<file path="src/rtl/i2c_event_pkg.sv">
// Constants and state type for the I2C event flag logic
package i2c_event_pkg;

  localparam int EVW = 32;
  localparam int WADDR_W = 16;
  localparam int WDATA_W = 8;

  // Event bit positions
  localparam int BIT_DIAG_TIMER = 5;
  localparam int BIT_DIAG_HIST = 6;
  localparam int BIT_DIAG_CMD = 7;
  localparam int BIT_IN_MBOX = 8;
  localparam int BIT_OUT_MBOX = 9;
  localparam int BIT_SLV_COL = 11;
  localparam int BIT_SLV_TXN_TO = 12;
  localparam int BIT_SLV_BYTE_TO = 13;
  localparam int BIT_SLV_SCL_TO = 14;
  localparam int BIT_MST_DONE = 17;
  localparam int BIT_BOOT_TO = 19;
  localparam int BIT_BOOT_ERR = 20;
  localparam int BIT_BOOT_SIZE = 21;
  localparam int BIT_BOOT_NODEV = 22;

  // Implemented bits 5..9, 11..14, 17, 19..22; all others read zero
  localparam logic [EVW-1:0] IMPL_MASK = 32'h007a_7be0;
  localparam logic [EVW-1:0] EVENT_RESET = 32'h0000_0000;

  // Counts
  localparam logic [3:0] HIST_EVENTS = 4'h8;
  localparam logic [2:0] NODEV_TRIES = 3'h6;
  localparam logic [7:0] COUNT_TAIL_BYTE = 8'hff;

  typedef struct packed {
    logic [EVW-1:0] new_ev;
    logic [EVW-1:0] snap_ev;
    logic [3:0] hist_cnt;
    logic [2:0] nack_cnt;
    logic [WADDR_W-1:0] waddr;
    logic [WDATA_W-1:0] wdata;
    logic q_nack;
    logic q_col;
    logic q_scl;
  } state_type;

  localparam state_type STATE_RESET = '0;

endpackage

</file>
<file path="src/rtl/i2c_event_flag_bits.sv">
// Event flag logic for I2C event bits 5 through 22
`timescale 1ns/1ps
module i2c_event_flag_bits
  import i2c_event_pkg::*;
(
  input wire logic clk,
  input wire logic rst_n,
  input wire logic soft_reset_bit,
  input wire logic [EVW-1:0] wr_data,
  input wire logic event_clear_wr,
  input wire logic snap_clear_wr,
  input wire logic new_set_wr,
  input wire logic int_status_rd,
  input wire logic diag_timer_expiry,
  input wire logic diag_history_record,
  input wire logic diag_command_done,
  input wire logic in_mailbox_written,
  input wire logic out_mailbox_read,
  input wire logic out_mailbox_full_flag,
  input wire logic slave_ext_active,
  input wire logic slave_collision,
  input wire logic slave_txn_timeout,
  input wire logic slave_byte_timeout,
  input wire logic slave_clock_low_timeout,
  input wire logic master_txn_done,
  input wire logic boot_load_active,
  input wire logic boot_nack_error,
  input wire logic boot_scl_low_error,
  input wire logic boot_collision_error,
  input wire logic boot_tail_valid,
  input wire logic [7:0] boot_tail_byte,
  input wire logic boot_count_invalid,
  input wire logic [WADDR_W-1:0] boot_count_value,
  input wire logic boot_read_valid,
  input wire logic [WADDR_W-1:0] boot_eeprom_addr,
  input wire logic [WDATA_W-1:0] boot_eeprom_data,
  input wire logic boot_addr_nack,
  input wire logic boot_addr_ack,
  output logic [EVW-1:0] event_flags,
  output logic [EVW-1:0] snap_flags,
  output logic [EVW-1:0] new_flags,
  output logic [WADDR_W-1:0] boot_last_write_address,
  output logic [WDATA_W-1:0] boot_last_write_data,
  output logic master_nack_received,
  output logic master_collision,
  output logic master_clock_low_timeout
);

  state_type s_r;
  state_type s_nxt;
  logic [EVW-1:0] set_vec;
  logic [EVW-1:0] ev_clr;
  logic [EVW-1:0] sn_clr;
  logic [EVW-1:0] new_kept;
  logic hist_full;
  logic nodev_hit;
  logic tail_bad;
  logic boot_err;

  assign hist_full = diag_history_record && (s_r.hist_cnt == HIST_EVENTS - 4'h1);
  assign nodev_hit = boot_load_active && boot_addr_nack
                     && (s_r.nack_cnt == NODEV_TRIES - 3'h1);
  assign tail_bad = boot_tail_valid && (boot_tail_byte != COUNT_TAIL_BYTE);
  assign boot_err = boot_load_active
                    && (boot_nack_error || boot_scl_low_error
                        || boot_collision_error || tail_bad);

  // Hardware set conditions, one term per event bit; the four boot faults share one bit
  always_comb begin
    set_vec = '0;
    set_vec[BIT_DIAG_TIMER] = diag_timer_expiry && !boot_load_active;
    set_vec[BIT_BOOT_TO] = diag_timer_expiry && boot_load_active;
    set_vec[BIT_DIAG_HIST] = hist_full;
    set_vec[BIT_DIAG_CMD] = diag_command_done;
    set_vec[BIT_IN_MBOX] = in_mailbox_written;
    set_vec[BIT_OUT_MBOX] = out_mailbox_read && out_mailbox_full_flag;
    // Slave faults only count inside a transaction an external master began
    set_vec[BIT_SLV_COL] = slave_ext_active && slave_collision;
    set_vec[BIT_SLV_TXN_TO] = slave_ext_active && slave_txn_timeout;
    set_vec[BIT_SLV_BYTE_TO] = slave_ext_active && slave_byte_timeout;
    set_vec[BIT_SLV_SCL_TO] = slave_ext_active && slave_clock_low_timeout;
    set_vec[BIT_MST_DONE] = master_txn_done;
    set_vec[BIT_BOOT_ERR] = boot_err;
    set_vec[BIT_BOOT_SIZE] = boot_load_active && boot_count_invalid;
    set_vec[BIT_BOOT_NODEV] = nodev_hit;
  end

  assign ev_clr = event_clear_wr ? wr_data : '0;
  assign sn_clr = snap_clear_wr ? wr_data : '0;
  assign new_kept = s_r.new_ev & ~ev_clr;

  always_comb begin
    s_nxt = s_r;
    // Clears act first, sets last, so an event in the clearing cycle survives
    s_nxt.snap_ev = s_r.snap_ev & ~ev_clr & ~sn_clr;
    s_nxt.new_ev = new_kept;
    if (int_status_rd) begin
      s_nxt.snap_ev = s_nxt.snap_ev | new_kept;
      s_nxt.new_ev = '0;
    end
    if (new_set_wr) begin
      s_nxt.new_ev = s_nxt.new_ev | wr_data;
    end
    s_nxt.new_ev = (s_nxt.new_ev | set_vec) & IMPL_MASK;
    s_nxt.snap_ev = s_nxt.snap_ev & IMPL_MASK;

    // History counter wraps after the eighth record
    if (diag_history_record) begin
      s_nxt.hist_cnt = hist_full ? 4'h0 : s_r.hist_cnt + 4'h1;
    end

    // Address NACK tally restarts on any ack or outside boot load
    if (!boot_load_active || boot_addr_ack) begin
      s_nxt.nack_cnt = 3'h0;
    end else if (boot_addr_nack) begin
      s_nxt.nack_cnt = nodev_hit ? 3'h0 : s_r.nack_cnt + 3'h1;
    end

    // Cause qualifiers pulse with the boot error
    s_nxt.q_nack = boot_load_active && boot_nack_error;
    s_nxt.q_col = boot_load_active && boot_collision_error;
    s_nxt.q_scl = boot_load_active && boot_scl_low_error;

    // Last EEPROM word stays visible; a bad count overrides the address
    if (boot_read_valid) begin
      s_nxt.waddr = boot_eeprom_addr;
      s_nxt.wdata = boot_eeprom_data;
    end
    if (boot_load_active && boot_count_invalid) begin
      s_nxt.waddr = boot_count_value;
    end

    // Soft reset clears flags and counters but keeps the boot trace words
    if (soft_reset_bit) begin
      s_nxt.new_ev = EVENT_RESET;
      s_nxt.snap_ev = EVENT_RESET;
      s_nxt.hist_cnt = 4'h0;
      s_nxt.nack_cnt = 3'h0;
      s_nxt.q_nack = 1'b0;
      s_nxt.q_col = 1'b0;
      s_nxt.q_scl = 1'b0;
    end
  end

  always_ff @(posedge clk) begin
    if (!rst_n) begin
      s_r <= STATE_RESET;
    end else begin
      s_r <= s_nxt;
    end
  end

  assign event_flags = s_r.new_ev | s_r.snap_ev;
  assign snap_flags = s_r.snap_ev;
  assign new_flags = s_r.new_ev;
  assign boot_last_write_address = s_r.waddr;
  assign boot_last_write_data = s_r.wdata;
  assign master_nack_received = s_r.q_nack;
  assign master_collision = s_r.q_col;
  assign master_clock_low_timeout = s_r.q_scl;
endmodule

</file>
<file path="config.mk">
export PLATFORM = sky130hd
export DESIGN_NAME = i2c_event_flag_bits
export DESIGN_NICKNAME = d
export VERILOG_FILES = /design/src/rtl/i2c_event_pkg.sv /design/src/rtl/i2c_event_flag_bits.sv
export SDC_FILE = /design/constraint.sdc
export NUM_CORES = 1
export LEC_CHECK = 0
export BUFFER_PORTS_ARGS = -buffer_cell sky130_fd_sc_hd__buf_2
export CORE_MARGIN = 10
export CORE_UTILIZATION = 30
export DETAILED_ROUTE_END_ITERATION = 10
export HOLD_SLACK_MARGIN = 0.1
export PLACE_DENSITY = 0.66
export SYNTH_ARGS = -nofsm -noshare
export SYNTH_HDL_FRONTEND = slang
export SYNTH_SLANG_ARGS = --single-unit
export TNS_END_PERCENT = 20
</file>
<file path="constraint.sdc">
create_clock -name clk -period 1.1 [get_ports clk]
set_input_delay 0.11 -clock clk [delete_from_list [all_inputs] [get_ports clk]]
set_output_delay 0.11 -clock clk [all_outputs]
set_load 0.005 [all_outputs]
</file>
==> flow_summary.yaml <==
yosys:
  avgSynthCellArea_um2: 8.948
  synthCells: 422
  ys_seq_area_share_pct: 32.87
  yosysWarnings: 0
  ys_ff_latch: 62
  syn_area_mm2: 0.003776
  ys_types: 34
power_and_ir_drop:
  power.density_mw_per_mm2: 1213
  leakage_nw: 2.761
  ir_drop_v: 0.0005531
setup_path:
  crit_family: "flip-flops"
  crit_chain: "or2_4 > buf_6"
  endpoint_kind: "primary output"
  startpoint_type: "flip-flop"
  critical-path-max-stage-delay_ns: 0.32
  arrival_ns: 1.02
  criticalPathCategory: "reg -> out"
  cp_slowest_cell: "dfxtp_2"
  worstPathRequired_ns: 0.99
  cp_num_buf_inv: 1
  crit_path_max_fanout: 3
sta:
  max_freq_ghz: 0.8817
  setup_viol_count_final: 14
  fin_skew_ns: 0.006421
  timing.hold.ws_ns: 0.1249
  maxSlewViolCount: 0
  hold_violations: 0
  min_period_ns: 1.134
  rsz0062_at_grt: "true"
  fin_ws_ns: -0.03420
  fin_setup_tns_ns: -0.2988
  fin_crit_sh_pct: 103.1
place:
  dp_slack_ns: -0.07746
  portBuffers: 158
  dp_hpwl_um: 8592
  place_congestion: 0.7723
grt:
  grt_pass1_wl_um: 19310
  first_global_vias: 3711
  grt_max_degree: 33
  grt_antenna_before_repair: 1
  grt_usage_pct: 13.48
  grt-ovfl-total: 0
clock_network:
  clock-root-buffer: "clkbuf_16"
  cts.sinks: 62
  path_clk_slew_ns: 0.05
  clock_path_buffers: 2
  cts_tree: "built"
  htreeDepth: 3
  cts_buffers: 9
  insertion_delay_ns: 0.33
status:
  violations: "negative setup slack"
  status: "finished, violations left"
detailed_routing:
  vias: 3484
  drt_pass1_iterations: 4
  wl_per_cell_um: 16.27
  drc_errors: 0
  dr.first_iter.drc_count: 105
  ant_nets: 0
  routed_wl_um: 12670
  viasPerCell: 4.472
layout:
  area_growth_syn_to_layout_pct: 44.73
  final_layout_size_suffix_gt1_share_pct: 45.90
  finish.utilization_pct: 44.94
  nFillCells: 1158
  nets: 716
die:
  die_w_um: 132.2
  fp.dieH_um: 132.2
  io_pins: 231
  start_util_pct: 31.05
  rows: 40
  die_area_mm2: 0.01747
  design.core.area_mm2: 0.01216
hold_path:
  holdCritPathClass: "in -> reg"
job:
  drv_cap: 0
## cell type report
cell class / instances / area, µm² / share of cell area (%)
clock inverters: 4 / 70.07 / 1.282
inverters: 2 / 7.507 / 0.1374
flip-flops and latches: 62 / 1289 / 23.58
well taps: 168 / 210.2 / 3.846
diodes: 1 / 2.502 / 0.04579
repair buffers: 246 / 1730 / 31.66
multi-input cells: 284 / 1909 / 34.94
clock buffers: 12 / 246.5 / 4.510
## cells by family after synthesis
family	share of synthesized area (%)
AOI/OAI and AO/OA	18.39
adders and majority gates	0.9941
DFF	32.87
xor gates and xnor gates	0.2320
muxes	6.892
buffers and inverters	24.98
other	0.09931
and+or+nand+nor	15.54
## sequential cells by signal, indices dropped and copies added (netlist names)
signal,flops
boot_last_write_address,16
new_flags,14
snap_flags,14
boot_last_write_data,8
s_r,7
master_clock_low_timeout,1
master_collision,1
master_nack_received,1
## metrics by stage
stage,power (W),instance area [µm²],std cells
2_1_floorplan,0.003182,3975,475
3_5_place_dp,0.003357,4190,687
4_1_cts,0.006688,5358,775
3_3_place_gp,0.003328,4190,687
5_1_grt,0.006937,5465,779
6_report,0.006631,5465,779
## path summary, 6_finish.rpt
| path | start | end | slack [ns] | cells after the start |
|---|---|---|---|---|
| setup / recovery | snap_flags[11] | event_flags[11] | -0.03 | 2 |
| hold / removal | slave_ext_active | new_flags[11] | 0.12 | 3 |
| setup reg to reg | new_flags[20] | new_flags[20] | 0.02 | 4 |
| hold reg to reg | s_r[33] | s_r[33] | 0.49 | 2 |
## layer usage
layer / wire length (µm) / track usage, % / up-vias
met4: 169 / 5.318 / 0
li1: - / - / 1665
met1: 4848 / 13.58 / 1658
met3: 861 / 5.183 / 16
met5: 0 / 0 / -
met2: 6794 / 24.43 / 145
## cells in the mapped netlist
master,n,share of area [%]
a311oi_1,1,0.23
nand3b_1,9,1.8
xor2_1,1,0.23
a22oi_1,2,0.40
ha_1,3,0.99
a221oi_1,1,0.23
nor3_1,3,0.40
a21oi_1,25,3.3
a31oi_1,3,0.50
nand4b_1,1,0.23
and3b_1,1,0.23
or3_1,1,0.17
nor2b_1,12,2.0
or2_2,14,2.3
nand2_1,52,5.2
conb_1,1,0.099
a211oi_1,1,0.20
buf_4,112,22
a21o_1,14,2.8
buf_2,7,0.93
a222oi_1,6,1.6
clkbuf_1,4,0.40
buf_6,4,1.2
nor2_1,8,0.80
mux2i_1,26,6.9
dfxtp_1,62,33
and2b_1,4,0.80
nand4_1,4,0.66
o211a_1,16,4.2
a211oi_2,14,4.6
o21ai_0,2,0.27
nand2b_1,3,0.50
inv_1,2,0.20
and3_1,3,0.50
## power breakdown
part | switching (W) | internal, W
sequential | 0.0000605 | 0.00235
combinational | 0.000538 | 0.000643
clock | 0.00100 | 0.00204
## worst reg2reg max path: cells and delay by family (launching register included)
family,cells,cell delay [ns]
AO/OA/AOI/OAI,2,0.28
flip-flops,1,0.35
buffers and inverters,1,0.15
AND/OR/NAND/NOR,1,0.17
## placed cells by master, fill, tap and decap left out, types with 3 or more instances in the layout
| cell type | instances |
|---|---|
| a211oi_2 | 15 |
| a21o_1 | 14 |
| a21oi_1 | 22 |
| a21oi_2 | 3 |
| a222oi_1 | 6 |
| a31oi_1 | 3 |
| and2b_1 | 4 |
| and3_1 | 3 |
| buf_12 | 4 |
| buf_2 | 143 |
| buf_4 | 30 |
| buf_6 | 15 |
| clkbuf_16 | 9 |
| conb_1 | 54 |
| dfxtp_1 | 30 |
| dfxtp_2 | 29 |
| dfxtp_4 | 3 |
| dlygate4sd3_1 | 54 |
| ha_4 | 3 |
| mux2i_1 | 26 |
| nand2_1 | 52 |
| nand3b_1 | 9 |
| nand4_1 | 4 |
| nor2_1 | 8 |
| nor2b_1 | 11 |
| o211a_1 | 16 |
| or2_4 | 14 |
## what timing repair did
item | 4_1_cts | 5_1_grt
resized for setup | 61 | 21
hold buffers | 54 | 0
setup endpoints to repair | 16 | 21
pin swaps | 4 | 8
setup buffers | 18 | 3
hold endpoints to repair | 60 | 0
Note: power is estimated with default switching activity, not from simulation.
